[src/hdl/coh_route_pkg.sv]
// Shared constants and types for the coherency routing unit and its outside partner.
package coh_route_pkg;
	// Register byte offsets on the control bus.
	localparam logic [7:0] ctrl_off   = 8'h00;
	localparam logic [7:0] start_off  = 8'h04;
	localparam logic [7:0] end_off    = 8'h08;
	localparam logic [7:0] status_off = 8'h0c;
	// Control register fields.
	localparam int ctrl_filter_bit = 1;
	localparam int ctrl_force_bit  = 2;
	localparam logic [31:0] ctrl_reset  = 32'h0000_0000;
	localparam logic [31:0] start_reset = 32'h0000_0000;
	localparam logic [31:0] end_reset   = 32'h0000_0000;
	// Coherency qualifier positions in user and cache attributes.
	localparam int user_shared_bit = 0;
	localparam int cache_alloc_bit = 1;
	// Forwarded slave-port identifier layout.
	localparam logic       id_from_slave = 1'b1;
	localparam logic [1:0] id_low_forced = 2'b00;
	// Address bit that interleaves unfiltered traffic between the two master ports.
	localparam int interleave_bit = 5;
	// Default bus-to-core ratios: the master one in half core cycles, the slave one in whole core cycles.
	localparam int master_ratio_half = 3;
	localparam int slave_ratio       = 2;
	typedef logic [31:0] addr_t;
	typedef logic [63:0] data_t;
	typedef logic [5:0]  mid_t;
endpackage

[src/hdl/coh_link_if.sv]
// Link between the coherency routing unit and the outside interconnect and accelerator.
interface coh_link_if;
	import coh_route_pkg::*;
	logic        port0_input_qualifier;
	logic        port0_output_qualifier;
	logic        port1_input_qualifier;
	logic        port1_output_qualifier;
	logic        slave_port_clock_enable;
	logic        acp_valid;
	logic        acp_ready;
	logic        acp_write;
	addr_t       acp_addr;
	logic [3:0]  acp_cache;
	logic [4:0]  acp_user;
	logic        acp_lock;
	logic [2:0]  acp_id;
	data_t       acp_wdata;
	logic        acp_rvalid;
	data_t       acp_rdata;
	logic [1:0]  mst_valid;
	logic [1:0]  mst_ready;
	logic        mst_write;
	addr_t       mst_addr;
	logic [3:0]  mst_cache;
	logic        mst_lock;
	mid_t        mst_id;
	data_t       mst_wdata;
	logic        external_event_in;
	logic        external_event_out;
	modport dev (
		input  port0_input_qualifier, port0_output_qualifier, port1_input_qualifier, port1_output_qualifier,
		input  slave_port_clock_enable, acp_valid, acp_write, acp_addr, acp_cache, acp_user, acp_lock,
		input  acp_id, acp_wdata, mst_ready, external_event_in,
		output acp_ready, acp_rvalid, acp_rdata, mst_valid, mst_write, mst_addr, mst_cache, mst_lock,
		output mst_id, mst_wdata, external_event_out
	);
	modport ext (
		output port0_input_qualifier, port0_output_qualifier, port1_input_qualifier, port1_output_qualifier,
		output slave_port_clock_enable, acp_valid, acp_write, acp_addr, acp_cache, acp_user, acp_lock,
		output acp_id, acp_wdata, mst_ready, external_event_in,
		input  acp_ready, acp_rvalid, acp_rdata, mst_valid, mst_write, mst_addr, mst_cache, mst_lock,
		input  mst_id, mst_wdata, external_event_out
	);
endinterface

[src/hdl/coh_route_dev.sv]
// Coherency unit request router: address filter, slave-port coherency and event pins.
module coh_route_dev
	import coh_route_pkg::*;
(
	input  wire logic                 pclk,
	input  wire logic                 presetn,
	input  wire logic                 psel,
	input  wire logic                 penable,
	input  wire logic                 pwrite,
	input  wire logic [7:0]           paddr,
	input  wire logic [31:0]          pwdata,
	output logic      [31:0]          prdata,
	output logic                      pready,
	output logic                      pslverr,
	input  wire logic                 filter_enable_strap,
	input  wire coh_route_pkg::addr_t filter_window_start_strap,
	input  wire coh_route_pkg::addr_t filter_window_end_strap,
	input  wire logic                 core_req_valid,
	output logic                      core_req_ready,
	input  wire logic                 core_req_write,
	input  wire coh_route_pkg::addr_t core_req_addr,
	input  wire logic [3:0]           core_req_cache,
	input  wire logic                 core_req_device,
	input  wire logic                 core_req_lock,
	input  wire logic [1:0]           core_req_cpu,
	input  wire coh_route_pkg::data_t core_req_wdata,
	input  wire logic                 line_held,
	input  wire coh_route_pkg::data_t line_data,
	output logic                      clean_invalidate_req,
	input  wire logic                 clean_invalidate_done,
	input  wire logic                 send_event_instruction,
	output logic                      core_event,
	coh_link_if.dev                   link
);
	import coh_route_pkg::*;

	typedef enum {st_idle, st_clean, st_reply, st_issue} eng_e;

	eng_e       state_q;
	logic [31:0] ctrl_q;
	addr_t      start_q;
	addr_t      end_q;
	logic       strap_done_q;
	logic       req_write_q;
	addr_t      req_addr_q;
	logic [3:0] req_cache_q;
	logic       req_lock_q;
	logic       req_device_q;
	mid_t       req_id_q;
	data_t      req_wdata_q;
	logic       req_port_q;
	logic       event_in_d1_q;
	logic       route_port;
	logic       acp_take;
	logic       acp_coherent;
	logic       port_in_qual;
	logic       port_out_qual;

	assign acp_take = link.acp_valid && link.acp_ready && link.slave_port_clock_enable;
	assign acp_coherent = link.acp_user[user_shared_bit] && link.acp_cache[cache_alloc_bit];
	assign port_in_qual  = req_port_q ? link.port1_input_qualifier : link.port0_input_qualifier;
	assign port_out_qual = req_port_q ? link.port1_output_qualifier : link.port0_output_qualifier;

	// Port choice for the request held in the engine; same address picks the same port except that unfiltered
	// locked and forced device requests take port 0, so other unfiltered traffic keeps its ordering without tracking outstanding transfers.
	always_comb
	begin
		if (ctrl_q[ctrl_filter_bit])
			route_port = (req_addr_q >= start_q) && (req_addr_q <= end_q);
		else if (req_lock_q)
			route_port = 1'b0;
		else if (ctrl_q[ctrl_force_bit] && req_device_q)
			route_port = 1'b0;
		else
			route_port = req_addr_q[interleave_bit];
	end

	// Control bus slave with no wait states; unmapped offsets answer with an error.
	always_ff @(posedge pclk or negedge presetn)
	begin
		if (!presetn)
		begin
			pready  <= 1'b0;
			pslverr <= 1'b0;
			prdata  <= 32'h0000_0000;
		end
		else
		begin
			pready  <= psel && !penable;
			pslverr <= psel && !penable && (paddr > status_off || paddr[1:0] != 2'b00);
			unique case (paddr)
				ctrl_off:   prdata <= ctrl_q;
				start_off:  prdata <= start_q;
				end_off:    prdata <= end_q;
				status_off: prdata <= {29'h0, link.mst_valid, state_q != st_idle};
				default:    prdata <= 32'h0000_0000;
			endcase
		end
	end

	// Filter registers: straps are caught on the first edge after reset release, writes later.
	always_ff @(posedge pclk or negedge presetn)
	begin
		if (!presetn)
		begin
			strap_done_q <= 1'b0;
			ctrl_q       <= ctrl_reset;
			start_q      <= start_reset;
			end_q        <= end_reset;
		end
		else if (!strap_done_q)
		begin
			strap_done_q             <= 1'b1;
			ctrl_q[ctrl_filter_bit]  <= filter_enable_strap;
			start_q                  <= filter_window_start_strap;
			end_q                    <= filter_window_end_strap;
		end
		else if (psel && penable && pready && pwrite)
		begin
			if (paddr == ctrl_off)
				ctrl_q <= pwdata;
			if (paddr == start_off)
				start_q <= pwdata;
			if (paddr == end_off)
				end_q <= pwdata;
		end
	end

	// Request engine. Slave-port requests win over core requests because the accelerator
	// has no retry path; the core side simply waits on its ready.
	always_ff @(posedge pclk or negedge presetn)
	begin
		if (!presetn)
		begin
			state_q              <= st_idle;
			req_write_q          <= 1'b0;
			req_addr_q           <= 32'h0000_0000;
			req_cache_q          <= 4'h0;
			req_lock_q           <= 1'b0;
			req_device_q         <= 1'b0;
			req_id_q             <= 6'h00;
			req_wdata_q          <= 64'h0;
			clean_invalidate_req <= 1'b0;
		end
		else
		begin
			clean_invalidate_req <= 1'b0;
			unique case (state_q)
				st_idle:
				begin
					if (acp_take)
					begin
						req_write_q  <= link.acp_write;
						req_addr_q   <= link.acp_addr;
						req_cache_q  <= link.acp_cache;
						req_device_q <= 1'b0;
						req_wdata_q  <= link.acp_wdata;
						req_id_q     <= {link.acp_id, id_from_slave, id_low_forced};
						req_lock_q   <= acp_coherent ? 1'b0 : link.acp_lock;
						if (acp_coherent && line_held && !link.acp_write)
							state_q <= st_reply;
						else if (acp_coherent && line_held)
						begin
							clean_invalidate_req <= 1'b1;
							state_q              <= st_clean;
						end
						else
							state_q <= st_issue;
					end
					else if (core_req_valid && core_req_ready)
					begin
						req_write_q  <= core_req_write;
						req_addr_q   <= core_req_addr;
						req_cache_q  <= core_req_cache;
						req_device_q <= core_req_device;
						req_lock_q   <= core_req_lock;
						req_wdata_q  <= core_req_wdata;
						req_id_q     <= {3'b000, 1'b0, core_req_cpu};
						state_q      <= st_issue;
					end
				end
				st_clean:
				begin
					if (clean_invalidate_done)
						state_q <= st_issue;
				end
				st_reply:
				begin
					if (link.slave_port_clock_enable)
						state_q <= st_idle;
				end
				st_issue:
				begin
					if (link.mst_valid[req_port_q] && port_in_qual && link.mst_ready[req_port_q])
						state_q <= st_idle;
				end
			endcase
		end
	end

	// Master port drive: requests launch on the chosen port's output qualifier edge and retire on its input qualifier.
	always_ff @(posedge pclk or negedge presetn)
	begin
		if (!presetn)
		begin
			req_port_q     <= 1'b0;
			link.mst_valid <= 2'b00;
			link.mst_write <= 1'b0;
			link.mst_addr  <= 32'h0000_0000;
			link.mst_cache <= 4'h0;
			link.mst_lock  <= 1'b0;
			link.mst_id    <= 6'h00;
			link.mst_wdata <= 64'h0;
		end
		// Re-route until the held choice matches the request just loaded; a choice left over from
		// the previous address would launch on the wrong port and its qualifier.
		else if (state_q != st_issue || (link.mst_valid == 2'b00 && req_port_q != route_port))
			req_port_q <= route_port;
		else if (port_out_qual && link.mst_valid == 2'b00)
		begin
			link.mst_valid[req_port_q] <= 1'b1;
			link.mst_write             <= req_write_q;
			link.mst_addr              <= req_addr_q;
			link.mst_cache             <= req_cache_q;
			link.mst_lock              <= req_lock_q;
			link.mst_id                <= req_id_q;
			link.mst_wdata             <= req_wdata_q;
		end
		else if (port_in_qual && link.mst_ready[req_port_q] && link.mst_valid[req_port_q])
			link.mst_valid <= 2'b00;
	end

	// Slave-port handshakes and reply data; every slave-side output moves only on its enable.
	always_ff @(posedge pclk or negedge presetn)
	begin
		if (!presetn)
		begin
			link.acp_ready <= 1'b0;
			link.acp_rvalid <= 1'b0;
			link.acp_rdata <= 64'h0;
			core_req_ready <= 1'b0;
		end
		else
		begin
			core_req_ready <= 1'b0;
			if (link.slave_port_clock_enable)
			begin
				link.acp_ready  <= state_q == st_idle && !acp_take && !link.acp_ready;
				link.acp_rvalid <= state_q == st_reply;
				link.acp_rdata  <= line_data;
			end
			if (state_q == st_idle && !link.acp_valid && !core_req_ready)
				core_req_ready <= 1'b1;
		end
	end

	// Event pins: a send event is registered out for as many cycles as it is held, a rising input wakes every core.
	always_ff @(posedge pclk or negedge presetn)
	begin
		if (!presetn)
		begin
			event_in_d1_q           <= 1'b0;
			core_event              <= 1'b0;
			link.external_event_out <= 1'b0;
		end
		else
		begin
			event_in_d1_q <= link.external_event_in;
			core_event <= link.external_event_in && !event_in_d1_q;
			link.external_event_out <= send_event_instruction;
		end
	end
endmodule

[src/flat_wrapper.sv]
// flat-port wrapper written by rule: the top's interface ports become plain ports
module coh_route_dev_flat import coh_route_pkg::*;
  (pclk, presetn, psel, penable, pwrite, paddr, pwdata, prdata, pready, pslverr, filter_enable_strap, filter_window_start_strap, filter_window_end_strap, core_req_valid, core_req_ready, core_req_write, core_req_addr, core_req_cache, core_req_device, core_req_lock, core_req_cpu, core_req_wdata, line_held, line_data, clean_invalidate_req, clean_invalidate_done, send_event_instruction, core_event, link_port0_input_qualifier, link_port0_output_qualifier, link_port1_input_qualifier, link_port1_output_qualifier, link_slave_port_clock_enable, link_acp_valid, link_acp_write, link_acp_addr, link_acp_cache, link_acp_user, link_acp_lock, link_acp_id, link_acp_wdata, link_mst_ready, link_external_event_in, link_acp_ready, link_acp_rvalid, link_acp_rdata, link_mst_valid, link_mst_write, link_mst_addr, link_mst_cache, link_mst_lock, link_mst_id, link_mst_wdata, link_external_event_out);
  coh_link_if link_i ();
  input  wire logic pclk;
  input  wire logic presetn;
  input  wire logic psel;
  input  wire logic penable;
  input  wire logic pwrite;
  input  wire logic [7:0] paddr;
  input  wire logic [31:0] pwdata;
  output logic      [31:0] prdata;
  output logic pready;
  output logic pslverr;
  input  wire logic filter_enable_strap;
  input  wire coh_route_pkg::addr_t filter_window_start_strap;
  input  wire coh_route_pkg::addr_t filter_window_end_strap;
  input  wire logic core_req_valid;
  output logic core_req_ready;
  input  wire logic core_req_write;
  input  wire coh_route_pkg::addr_t core_req_addr;
  input  wire logic [3:0] core_req_cache;
  input  wire logic core_req_device;
  input  wire logic core_req_lock;
  input  wire logic [1:0] core_req_cpu;
  input  wire coh_route_pkg::data_t core_req_wdata;
  input  wire logic line_held;
  input  wire coh_route_pkg::data_t line_data;
  output logic clean_invalidate_req;
  input  wire logic clean_invalidate_done;
  input  wire logic send_event_instruction;
  output logic core_event;
  input wire logic [$bits(link_i.port0_input_qualifier)-1:0] link_port0_input_qualifier;
  input wire logic [$bits(link_i.port0_output_qualifier)-1:0] link_port0_output_qualifier;
  input wire logic [$bits(link_i.port1_input_qualifier)-1:0] link_port1_input_qualifier;
  input wire logic [$bits(link_i.port1_output_qualifier)-1:0] link_port1_output_qualifier;
  input wire logic [$bits(link_i.slave_port_clock_enable)-1:0] link_slave_port_clock_enable;
  input wire logic [$bits(link_i.acp_valid)-1:0] link_acp_valid;
  input wire logic [$bits(link_i.acp_write)-1:0] link_acp_write;
  input wire logic [$bits(link_i.acp_addr)-1:0] link_acp_addr;
  input wire logic [$bits(link_i.acp_cache)-1:0] link_acp_cache;
  input wire logic [$bits(link_i.acp_user)-1:0] link_acp_user;
  input wire logic [$bits(link_i.acp_lock)-1:0] link_acp_lock;
  input wire logic [$bits(link_i.acp_id)-1:0] link_acp_id;
  input wire logic [$bits(link_i.acp_wdata)-1:0] link_acp_wdata;
  input wire logic [$bits(link_i.mst_ready)-1:0] link_mst_ready;
  input wire logic [$bits(link_i.external_event_in)-1:0] link_external_event_in;
  output wire logic [$bits(link_i.acp_ready)-1:0] link_acp_ready;
  output wire logic [$bits(link_i.acp_rvalid)-1:0] link_acp_rvalid;
  output wire logic [$bits(link_i.acp_rdata)-1:0] link_acp_rdata;
  output wire logic [$bits(link_i.mst_valid)-1:0] link_mst_valid;
  output wire logic [$bits(link_i.mst_write)-1:0] link_mst_write;
  output wire logic [$bits(link_i.mst_addr)-1:0] link_mst_addr;
  output wire logic [$bits(link_i.mst_cache)-1:0] link_mst_cache;
  output wire logic [$bits(link_i.mst_lock)-1:0] link_mst_lock;
  output wire logic [$bits(link_i.mst_id)-1:0] link_mst_id;
  output wire logic [$bits(link_i.mst_wdata)-1:0] link_mst_wdata;
  output wire logic [$bits(link_i.external_event_out)-1:0] link_external_event_out;
  assign link_i.port0_input_qualifier = link_port0_input_qualifier;
  assign link_i.port0_output_qualifier = link_port0_output_qualifier;
  assign link_i.port1_input_qualifier = link_port1_input_qualifier;
  assign link_i.port1_output_qualifier = link_port1_output_qualifier;
  assign link_i.slave_port_clock_enable = link_slave_port_clock_enable;
  assign link_i.acp_valid = link_acp_valid;
  assign link_i.acp_write = link_acp_write;
  assign link_i.acp_addr = link_acp_addr;
  assign link_i.acp_cache = link_acp_cache;
  assign link_i.acp_user = link_acp_user;
  assign link_i.acp_lock = link_acp_lock;
  assign link_i.acp_id = link_acp_id;
  assign link_i.acp_wdata = link_acp_wdata;
  assign link_i.mst_ready = link_mst_ready;
  assign link_i.external_event_in = link_external_event_in;
  assign link_acp_ready = link_i.acp_ready;
  assign link_acp_rvalid = link_i.acp_rvalid;
  assign link_acp_rdata = link_i.acp_rdata;
  assign link_mst_valid = link_i.mst_valid;
  assign link_mst_write = link_i.mst_write;
  assign link_mst_addr = link_i.mst_addr;
  assign link_mst_cache = link_i.mst_cache;
  assign link_mst_lock = link_i.mst_lock;
  assign link_mst_id = link_i.mst_id;
  assign link_mst_wdata = link_i.mst_wdata;
  assign link_external_event_out = link_i.external_event_out;
  coh_route_dev u_core (.pclk(pclk), .presetn(presetn), .psel(psel), .penable(penable), .pwrite(pwrite), .paddr(paddr), .pwdata(pwdata), .prdata(prdata), .pready(pready), .pslverr(pslverr), .filter_enable_strap(filter_enable_strap), .filter_window_start_strap(filter_window_start_strap), .filter_window_end_strap(filter_window_end_strap), .core_req_valid(core_req_valid), .core_req_ready(core_req_ready), .core_req_write(core_req_write), .core_req_addr(core_req_addr), .core_req_cache(core_req_cache), .core_req_device(core_req_device), .core_req_lock(core_req_lock), .core_req_cpu(core_req_cpu), .core_req_wdata(core_req_wdata), .line_held(line_held), .line_data(line_data), .clean_invalidate_req(clean_invalidate_req), .clean_invalidate_done(clean_invalidate_done), .send_event_instruction(send_event_instruction), .core_event(core_event), .link(link_i));
endmodule
[config.mk]
export PLATFORM = sky130hd
export DESIGN_NAME = coh_route_dev_flat
export DESIGN_NICKNAME = d
export VERILOG_FILES = /design/src/hdl/coh_route_pkg.sv /design/src/hdl/coh_link_if.sv /design/src/hdl/coh_route_dev.sv /design/src/flat_wrapper.sv
export SDC_FILE = /design/constraint.sdc
export NUM_CORES = 1
export LEC_CHECK = 0
export BUFFER_PORTS_ARGS = -buffer_cell sky130_fd_sc_hd__buf_4
export CAP_MARGIN = 20
export CORE_AREA = 8 8 236 238
export CTS_BUF_LIST = sky130_fd_sc_hd__clkbuf_8
export DETAILED_ROUTE_END_ITERATION = 8
export DIE_AREA = 0 0 244 246
export PLACE_DENSITY = 0.66
export SLEW_MARGIN = 15
export SYNTH_ARGS = -nofsm -noshare
export SYNTH_HDL_FRONTEND = slang
export SYNTH_SLANG_ARGS = --single-unit
export TNS_END_PERCENT = 50
[constraint.sdc]
create_clock -name pclk -period 5.6 [get_ports pclk]
set_input_delay 0.28 -clock pclk [delete_from_list [all_inputs] [get_ports pclk]]
set_output_delay 0.28 -clock pclk [all_outputs]
set_load 0.01 [all_outputs]
==> qor.yml, run 1 <==
status:
  status: "completed"
sta:
  worst_pin_slew_ns: 1.04
  finalHoldViolations: 0
  skew_ns: 0.0257
  rsz0062_at_grt: "false"
  fin_crit_ns: 4.17
  setup_viol: 0
  max_freq_mhz: 240
  layout_setup_ws_ns: 1.43
  final.setup.tns_ns: 0
  relSlewSlack_pct: 30.2
  report.final.slew_viol_count: 0
  finalCritPeriodShare_pct: 74.4
hold_path:
  hold_depth: 3
  hold_class: "input pin to flop"
  hp-start: "core_req_addr[16]"
  min_to: "u_core.req_addr_q[16]"
floorplan:
  die_area_um2: 60000
  ioPinCount: 616
  die_h_um: 246
  initial_core_util_pct: 36.8
  die_w_um: 244
  core_um2: 52000
  rows: 84
global_routing:
  grt_pass1_vias: 18800
  grt_use_total_pct: 23.7
  grt_first_pass_wirelength_um: 111000
  grt.met1_usage_pct: 28.0
  grt_antenna_before_repair: 9
  overflow: 0
  grt_max_degree: 144
  top_usage_layer: "met2"
  grt_use_met3_pct: 6.17
  grt_use_met2_pct: 40.9
critical_path:
  reg2reg_to: "u_core.link.mst_addr[6]"
  slowest_delay_ns: 0.83
  critPathRequiredTime_ns: 6.11
  path_max_fanout: 18
  path_cells: "ha_1 -> nand4_1 -> or4_1 -> o31ai_1 -> a31oi_1 -> a211oi_2 -> mux2i_4 -> buf_4 -> mux2_2"
  reg2reg_depth: 9
  critPathArrivalTime_ns: 4.68
  reg2reg_from: "u_core.req_addr_q[31]"
  cp-start-kind: "flop"
  crit_path_top_delay_cell: "mux2i_4"
  worstSetupEndpointType: "flop"
  worst-setup-path-type: "flop to flop"
  regToRegSetupSlack_ns: 1.43
finish:
  multi_input_area_um2: 7980
  area_delta_synth_final_pct: 56.8
  top_regs: "u_core.link.acp_rdata x64, u_core.link.mst_wdata x64, u_core.req_wdata_q x64"
  layout-drive-gt1-share_pct: 34.2
  final_nets: 3134
  fin_util_pct: 57.8
  final_area_um2: 30000
  fillers: 4100
  ff_latch_area_um2: 10600
detailed_routing:
  drt-initial-drc-count: 715
  wl_um: 72900
  drt_first_pass_iters: 5
  vias_per_cell: 4.95
  remaining_drc_errors: 0
  ant_nets: 0
  routedWlPerCell_um: 21.3
  via_count: 16900
yosys:
  synth_ff_type: "dfrtp_1"
  yosysUniqueCellTypes: 40
  synth-edff-count: 0
  netlist_area_um2: 19200
  synth_nets: 2116
  ys_seq_elements: 424
  async_reset_ff_share_pct: 100
  synth_cells: 1650
  ys_warn_count: 0
  avgSynthCellArea_um2: 11.6
  ys_seq_area_share_pct: 55.4
placement:
  place_area_um2: 24500
  pre_cts_slack_ns: 1.37
  place_hpwl_um: 50500
  port_buffers: 611
  place_congestion: 0.846
clock_tree:
  cts_tree: "built"
  cts_buffers: 76
  clock_sinks: 424
  clk_pin_slew_worst_paths_ns: 0.05
  cts_max_path_buffers: 3
  cts_root_buffer: "clkbuf_8"
  clock_latency_ns: 0.64
  post_cts_resized: 0
  htreeDepth: 3
power_and_ir_drop:
  leakagePower_uw: 0.0147
  pwr_density_cell_nw_per_um2: 349
  vdd_ir_drop_max_uv: 200
job:
  maxCapViolCount: 0
-- layout make-up --
class,count,share of cell area (%)
flip-flops and latches,424,35.3
repair buffers,1034,29.5
multi-input cells,1065,26.5
clock buffers,93,4.26
well taps,688,2.86
inverters,67,0.837
clock inverters,43,0.645
diodes,4,0.0333
-- through the flow --
stage	std cells	hold WS, ns	total power, µW
after floorplan	1650	-0.0156	5760
after global placement	2874	0.336	7280
after detailed placement	2874	0.351	7400
after CTS	3413	0.00398	10600
after global routing	3417	0.0546	11100
final	3418	0.0513	10500
-- repair_timing --
| item | CTS | global route |
|---|---|---|
| endpoints found under the hold margin | 371 | 0 |
| setup buffers | 0 | 0 |
| hold buffers | 403 | 0 |
| endpoints found under the setup margin | 0 | 0 |
-- worst max-delay path by stage --
stage                               start                       end  slack, ns  depth (start not counted)
floorplan           u_core.req_addr_q[31]   u_core.link.mst_addr[0]       2.25                         10
global placement    u_core.req_addr_q[31]   u_core.link.mst_addr[6]       1.41                          9
detailed placement  u_core.req_addr_q[31]  u_core.link.mst_cache[3]       1.37                          9
CTS                 u_core.req_addr_q[31]   u_core.link.mst_addr[6]       1.38                          9
global route        u_core.req_addr_q[31]   u_core.link.mst_addr[6]       1.23                          9
finish              u_core.req_addr_q[31]   u_core.link.mst_addr[6]       1.43                          9
-- logic make-up after synthesis --
kind of cell | share of synthesized area (%)
flops | 55.4
mux | 22.5
simple gates | 7.26
compound gates | 7.50
buf+inv | 3.21
fa+ha+maj | 4.18
other cells | 0.0196
-- where the power goes --
part | switching (µW) | internal (µW)
Combinational | 1540 | 1690
Clock | 1310 | 1500
Sequential | 599 | 3840
-- cell usage after synthesis (3+ instances only) --
cell | number | area share [%]
dfrtp_1 | 424 | 55
a21oi_1 | 125 | 3.3
nor3_1 | 6 | 0.16
nor2_1 | 133 | 2.6
buf_2 | 3 | 0.078
nand2b_1 | 4 | 0.13
o21ai_0 | 116 | 3.0
nand3_1 | 12 | 0.31
mux2i_1 | 196 | 10
a31oi_1 | 3 | 0.098
mux2_1 | 20 | 1.2
mux2_2 | 184 | 11
a21o_1 | 3 | 0.12
ha_1 | 64 | 4.2
o211ai_1 | 3 | 0.12
nand2_1 | 133 | 2.6
or3_1 | 3 | 0.098
inv_1 | 67 | 1.3
clkbuf_1 | 80 | 1.6
a22o_1 | 6 | 0.27
a211oi_1 | 3 | 0.12
and3_1 | 5 | 0.16
a221oi_1 | 3 | 0.14
nand4_1 | 11 | 0.36
nor2b_1 | 7 | 0.23
buf_1 | 9 | 0.18
and4_1 | 6 | 0.27
nor4_1 | 4 | 0.13
-- routing by layer --
| layer | part of all wire [%] | vias up |
|---|---|---|
| li1 | - | 7797 |
| met4 | 3.7 | 8 |
| met2 | 50 | 634 |
| met5 | 0.070 | - |
| met3 | 6.7 | 141 |
| met1 | 40 | 8334 |
-- placed cells by master (no fill, tap or decap), drive strengths merged, types with 2 or more instances in the layout --
cell type    instances
a21o                 3
nand3               12
o211ai               3
clkinvlp             3
nand2b               4
nand4               11
nor2               133
clkbuf              93
and4                 6
mux2               204
nor4                 4
nand3b               2
clkinv               9
ha                  64
buf                631
diode                4
o31ai                2
nor3                 6
inv                 98
dfrtp              424
nor2b                7
a2111oi              2
nand2              133
mux4                 2
dlygate4sd3        403
a21oi              125
mux2i              196
a22o                 6
a31oi                3
or3                  3
and3                 5
a211oi               4
o21ai              116
a221oi               3
-- worst max-delay path: cells and delay by family, from the launching register on --
kind	cells	cell delay, ns
muxes	2	1.20
AOI/OAI and AO/OA	3	0.77
adders and majority gates	1	0.37
and+or+nand+nor	2	0.81
DFF	1	0.47
buffers and inverters	1	0.41
Note: power is estimated with default switching activity, not from simulation.
==> run 2, diff against run 1 <==
--- a/config.mk
+++ b/config.mk
@@ -7,11 +7,11 @@
 export LEC_CHECK = 0
 export BUFFER_PORTS_ARGS = -buffer_cell sky130_fd_sc_hd__buf_4
 export CAP_MARGIN = 20
-export CORE_AREA = 8 8 236 238
+export CORE_AREA = 8 8 234 236
 export CTS_BUF_LIST = sky130_fd_sc_hd__clkbuf_8
 export DETAILED_ROUTE_END_ITERATION = 8
-export DIE_AREA = 0 0 244 246
-export PLACE_DENSITY = 0.66
+export DIE_AREA = 0 0 242 244
+export PLACE_DENSITY = 0.7
 export SLEW_MARGIN = 15
 export SYNTH_ARGS = -nofsm -noshare
 export SYNTH_HDL_FRONTEND = slang
==> constraint.sdc (replaced) <==
create_clock -name pclk -period 3.4 [get_ports pclk]
set_input_delay 0.17 -clock pclk [delete_from_list [all_inputs] [get_ports pclk]]
set_output_delay 0.17 -clock pclk [all_outputs]
set_load 0.01 [all_outputs]
==> qor.yml, run 2 (synthesis gave the netlist of run 1 again) <==
critical_path:
  crit_path_top_delay_cell: "or4_4"
  worst-setup-path-type: "flop to flop"
  path_cells: "ha_1 -> nand4_1 -> or4_4 -> o31ai_2 -> a31oi_1 -> a211oi_2 -> mux2i_4 -> buf_12 -> buf_16 -> mux2_2"
  regToRegSetupSlack_ns: 0.02  # -1.41 ns
  slowest_delay_ns: 0.50  # -0.33 ns
  critPathBufInv: 2  # +1
  critPathArrivalTime_ns: 3.90  # -0.78 ns
  reg2reg_depth: 10  # +1
  crit_family: "simple AND/OR/NAND/NOR gates"
  reg2reg_to: "u_core.link.mst_wdata[30]"
  path_max_fanout: 20  # +2
  critPathRequiredTime_ns: 3.92  # -2.19 ns
  worstSetupEndpointType: "flop"
  reg2reg_from: "u_core.req_addr_q[25]"
  cp-start-kind: "flop"
finish:
  top_regs: "u_core.link.acp_rdata x64, u_core.link.mst_wdata x64, u_core.req_wdata_q x64"
  most-common-layout-cells: "buf_4 (655), dfrtp_1 (421), dlygate4sd3_1 (412)"
  area_delta_synth_final_pct: 60.5
  fin_util_pct: 60.5  # +2.7 points
  final_common_cell: "buf_4"
  layout-drive-gt1-share_pct: 35.5  # +1.3 points
  final_nets: 3182  # +1.5%
floorplan:
  ioPinCount: 616  # unchanged
  rows: 83  # -1.2%
  die_area_um2: 59000  # -1.6%
  core_um2: 50900  # -2.2%
  die_w_um: 242  # -0.82%
  die_h_um: 244  # -0.81%
  initial_core_util_pct: 37.7  # +0.82 points
clock_tree:
  htreeDepth: 3  # unchanged
  cts_max_path_buffers: 3  # unchanged
  cts_buffers: 76  # unchanged
  clk_pin_slew_worst_paths_ns: 0.06  # about the same
  clock_latency_ns: 0.64  # about the same
  cts_tree: "built"
  cts_root_buffer: "clkbuf_8"
  clock_sinks: 424  # unchanged
detailed_routing:
  vias_per_cell: 5.11  # +3.3%
  remaining_drc_errors: 0  # unchanged
  wl_um: 77300  # +6.1%
  drt_first_pass_iters: 5  # unchanged
  drt-initial-drc-count: 1010  # +41%
  routedWlPerCell_um: 22.4  # +4.8%
  via_count: 17700  # +4.5%
  ant_nets: 0  # unchanged
power_and_ir_drop:
  pwr_density_cell_nw_per_um2: 591  # +69%
  leakagePower_uw: 0.0151  # +2.4%
  vdd_ir_drop_max_uv: 438  # +120%
sta:
  layout_setup_ws_ns: 0.0195  # -1.41 ns
  rsz0062_at_grt: "true"
  skew_ns: 0.0289  # +0.00315 ns
  relSlewSlack_pct: 36.6  # +6.4 points
  max_freq_mhz: 296  # +23%
  setup_viol: 0  # unchanged
  report.final.slew_viol_count: 0  # unchanged
  finalHoldViolations: 0  # unchanged
  fin_crit_ns: 3.38  # -0.789 ns
  finalCritPeriodShare_pct: 99.4  # +25 points
  worst_pin_slew_ns: 0.951  # -0.0921 ns
hold_path:
  min_to: "u_core.req_addr_q[31]"
  hold_depth: 3  # unchanged
  hold_class: "input pin to flop"
  hp-start: "link_acp_addr[31]"
status:
  status: "completed"
global_routing:
  grt_pass1_vias: 19700  # +5.0%
  overflow: 0  # unchanged
  grt_antenna_before_repair: 7  # -2
  grt_first_pass_wirelength_um: 118000  # +6.0%
  grt_use_total_pct: 25.4  # +1.7 points
  grt_max_degree: 91  # -37%
placement:
  place_congestion: 0.897  # +6.0%
  port_buffers: 611  # unchanged
  place_hpwl_um: 51600  # +2.1%
  pre_cts_slack_ns: -0.201  # -1.57 ns
job:
  maxCapViolCount: 0  # unchanged
run 2: worst max-delay path by stage:
stage                     startpoint                        end  slack, ns  cells after the start
4_1_cts                     paddr[6]         u_core.start_q[25]       0.03                     11
3_3_place_gp   u_core.req_addr_q[27]  u_core.link.mst_wdata[47]      -0.11                     10
2_1_floorplan  u_core.req_addr_q[31]    u_core.link.mst_addr[0]       0.05                     10
3_5_place_dp   u_core.req_addr_q[27]  u_core.link.mst_wdata[37]      -0.20                     10
5_1_grt        u_core.req_addr_q[29]  u_core.link.mst_wdata[21]      -0.06                     10
6_report       u_core.req_addr_q[25]  u_core.link.mst_wdata[30]       0.02                     10
run 2: layer usage:
metal  vias to the layer above  GRT usage (%)  share of wire, %
li1                       7893              -                 -
met1                      8841           29.2                39
met2                       764           44.6                50
met3                       172           6.78               7.0
met4                         8           10.7               3.9
met5                         -              0             0.066
run 2: what timing repair did:
action                     4_1_cts  5_1_grt
pin swaps                        4        0
buffers inserted                 3       11
hold endpoints to repair       369        0
hold buffers                   412        0
setup endpoints to repair      108      120
resized for setup                2       21
run 2: report_power, final:
| part | total, µW | switching [µW] | internal, µW | leakage (µW) |
|---|---|---|---|---|
| clock | 5200 | 2220 | 2980 | 0.000911 |
| combinational | 5660 | 2690 | 2960 | 0.00887 |
| sequential | 7320 | 997 | 6320 | 0.00531 |
| total | 18200 | 5910 | 12300 | 0.0151 |
run 2: cell type report:
| cell class | count | area, µm² |
|---|---|---|
| timing repair buffer | 1082 | 9340 |
| clock inverter | 40 | 342 |
| antenna | 5 | 12.5 |
| multi-input combinational | 1065 | 8050 |
| clock buffer | 95 | 1310 |
| tap | 680 | 851 |
| sequential | 424 | 10600 |
| fill | 3824 | 20100 |
| inverter | 67 | 251 |
run 2: through the flow:
step / instances / hold WS [ns] / total power, µW / setup TNS, ns / instance area (µm²)
2_1_floorplan: 1650 / -0.126 / 9490 / 0 / 19200
6_report: 3458 / 0.0244 / 18200 / 0 / 30800
3_5_place_dp: 2892 / 0.277 / 12300 / -16.86 / 24800
3_3_place_gp: 2892 / 0.264 / 12100 / -7.89 / 24800
4_1_cts: 3442 / 0.00918 / 18100 / 0 / 30600
5_1_grt: 3457 / 0.0203 / 19100 / -2.19 / 30800
run 2: tightest hold or removal path: cells and delay by family:
| family | cells | cell delay (ns) |
|---|---|---|
| AO/OA/AOI/OAI | 1 | 0.18 |
| buffers and inverters | 1 | 0.09 |
| multiplexers | 1 | 0.16 |
==> run 3, diff against run 2 <==
--- a/config.mk
+++ b/config.mk
@@ -11,6 +11,7 @@
 export CTS_BUF_LIST = sky130_fd_sc_hd__clkbuf_8
 export DETAILED_ROUTE_END_ITERATION = 8
 export DIE_AREA = 0 0 242 244
+export GPL_TIMING_DRIVEN = 0
 export PLACE_DENSITY = 0.7
 export SLEW_MARGIN = 15
 export SYNTH_ARGS = -nofsm -noshare
==> qor.yml, run 3 (synthesis gave the netlist of run 1 again) <==
detailed_routing:
  drt-initial-drc-count: 1175  # +16%
  wl_um: 81300  # +5.2%
  vias_per_cell: 5.14  # +0.59%
  via_count: 18000  # +1.6%
  routedWlPerCell_um: 23.3  # +4.1%
  drt_first_pass_iters: 5  # unchanged
  remaining_drc_errors: 0  # unchanged
  ant_nets: 0  # unchanged
finish:
  layout-drive-gt1-share_pct: 33.8  # -1.7 points
  final_common_cell: "buf_4"
  final_area_um2: 30700  # -0.35%
  final_nets: 3219  # +1.2%
  area_delta_synth_final_pct: 60.0
  top_regs: "u_core.link.acp_rdata x64, u_core.link.mst_wdata x64, u_core.req_wdata_q x64"
  most-common-layout-cells: "buf_4 (612), dfrtp_1 (417), dlygate4sd3_1 (409)"
  fin_util_pct: 60.2  # -0.21 points
  layout.cells.non_filler: 3493  # +1.0%
  fillers: 3904  # +2.1%
floorplan:
  rows: 83  # unchanged
  die_w_um: 242  # unchanged
  die_h_um: 244  # unchanged
  die_area_um2: 59000  # unchanged
  initial_core_util_pct: 37.7  # unchanged
  ioPinCount: 616  # unchanged
  core_um2: 50900  # unchanged
hold_path:
  hold_depth: 4  # +1
  hold_class: "input pin to flop"
  min_to: "u_core.req_lock_q"
  hp-start: "link_acp_lock"
sta:
  max_freq_mhz: 298  # +0.86%
  worst_pin_slew_ns: 0.964  # +0.0124 ns
  skew_ns: 0.0304  # +0.00155 ns
  finalHoldViolations: 0  # unchanged
  setup_viol: 0  # unchanged
  relSlewSlack_pct: 35.8  # -0.83 points
  fin_crit_ns: 3.35  # -0.0287 ns
  finalCritPeriodShare_pct: 98.6  # -0.84 points
  timing.hold.ws_ns: 0.0775  # +0.0532 ns
  rsz0062_at_grt: "true"
  report.final.slew_viol_count: 0  # unchanged
critical_path:
  path_max_fanout: 10  # -50%
  critPathArrivalTime_ns: 3.86  # -0.04 ns
  worst-setup-path-type: "flop to flop"
  critPathRequiredTime_ns: 3.91  # about the same
  worstSetupEndpointType: "flop"
  reg2reg_to: "u_core.link.mst_id[2]"
  reg2reg_from: "u_core.req_addr_q[25]"
  cp-start-kind: "flop"
  reg2reg_depth: 11  # +1
  regToRegSetupSlack_ns: 0.05  # +0.03 ns
global_routing:
  grt_pass1_vias: 20500  # +4.1%
  grt_antenna_before_repair: 8  # +1
  grt_use_total_pct: 26.9  # +1.5 points
  overflow: 0  # unchanged
  grt_max_degree: 108  # +19%
  grt_first_pass_wirelength_um: 123000  # +4.9%
clock_tree:
  clock_latency_ns: 0.65  # about the same
  cts_buffers: 74  # -2.6%
  cts_max_path_buffers: 3  # unchanged
  htreeDepth: 3  # unchanged
  cts_tree: "built"
  cts_root_buffer: "clkbuf_8"
  clk_pin_slew_worst_paths_ns: 0.06  # about the same
  clock_sinks: 424  # unchanged
placement:
  place_congestion: 0.922  # +2.9%
  place_area_um2: 24700  # -0.29%
  port_buffers: 609  # -0.33%
  placed_cells: 2943  # +1.8%
  place_hpwl_um: 56400  # +9.4%
power_and_ir_drop:
  leakagePower_uw: 0.0149  # -1.3%
  vdd_ir_drop_max_uv: 443  # +1.1%
  p_total_uw: 18000  # -0.79%
  pwr_density_cell_nw_per_um2: 588  # -0.44%
job:
  maxCapViolCount: 0  # unchanged
status:
  status: "completed"
run 3: cell types whose count changed in the layout (fill, tap and decap cells not counted), moves of 5 or more:
cell      change
buf_1         +9
buf_12        -8
buf_4        -43
clkbuf_1     +68
clkbuf_8      -5
dfrtp_2       +5
mux2_2       +13
mux2_4       -13
run 3: power by group:
group / leakage, µW / internal (µW) / switching (µW)
sequential: 0.00530 / 6330 / 998
combinational: 0.00872 / 2850 / 2770
clock: 0.000871 / 2870 / 2230
run 3: critical path, stage by stage, from the launching register on:
cell,delay [ns]
dfrtp_2,0.45
ha_1,0.32
nand4_1,0.17
or4_4,0.59
o31ai_4,0.25
a31oi_2,0.10
a211oi_2,0.16
buf_4,0.16
mux2i_4,0.26
buf_12,0.19
clkbuf_8,0.20
mux2_2,0.34
run 3: metrics by stage:
stage | setup WS (ns) | setup TNS (ns)
final | 0.0482 | 0
after global routing | -0.0366 | -1.18
after CTS | -0.000753 | -0.000753
after detailed placement | -1.50 | -179.04
after global placement | -2.02 | -1040.09
after floorplan | 0.0452 | 0
run 3: repair_timing:
| action | 4_1_cts | 5_1_grt |
|---|---|---|
| hold buffers | 409 | 0 |
| pin swaps | 4 | 1 |
| setup endpoints to repair | 208 | 109 |
| hold endpoints to repair | 498 | 0 |
| gates cloned | 0 | 0 |
| resized for setup | 44 | 10 |
| setup buffers | 5 | 0 |
run 3: worst max-delay path by stage:
stage	end	slack (ns)	startpoint	cells past startpoint
CTS	u_core.link.mst_wdata[30]	-0.0008	u_core.req_addr_q[26]	11
floorplan	u_core.link.mst_addr[0]	0.05	u_core.req_addr_q[31]	10
detailed placement	u_core.link.mst_wdata[30]	-1.50	u_core.req_addr_q[31]	9
finish	u_core.link.mst_id[2]	0.05	u_core.req_addr_q[25]	11
global placement	u_core.link.mst_wdata[31]	-2.02	presetn	1
global route	u_core.link.mst_id[2]	-0.04	u_core.req_addr_q[26]	11
run 3: layout make-up:
cell class,count,area (µm²),share of cell area (%)
sequential,424,10600,34.6
timing repair buffer,1028,8850,28.9
multi-input combinational,1065,8020,26.2
clock buffer,87,1200,3.91
tap,680,851,2.78
buffer,93,468,1.53
clock inverter,42,382,1.24
inverter,67,251,0.820
antenna,7,17.5,0.0571
run 3: per-layer routing:
layer  wire, µm  vias up  GRT usage, %
li1           -     7971             -
met1      30200     8828          29.6
met2      40000      923          46.2
met3       6690      235          8.03
met4       4430        6          14.9
met5         40        -             0
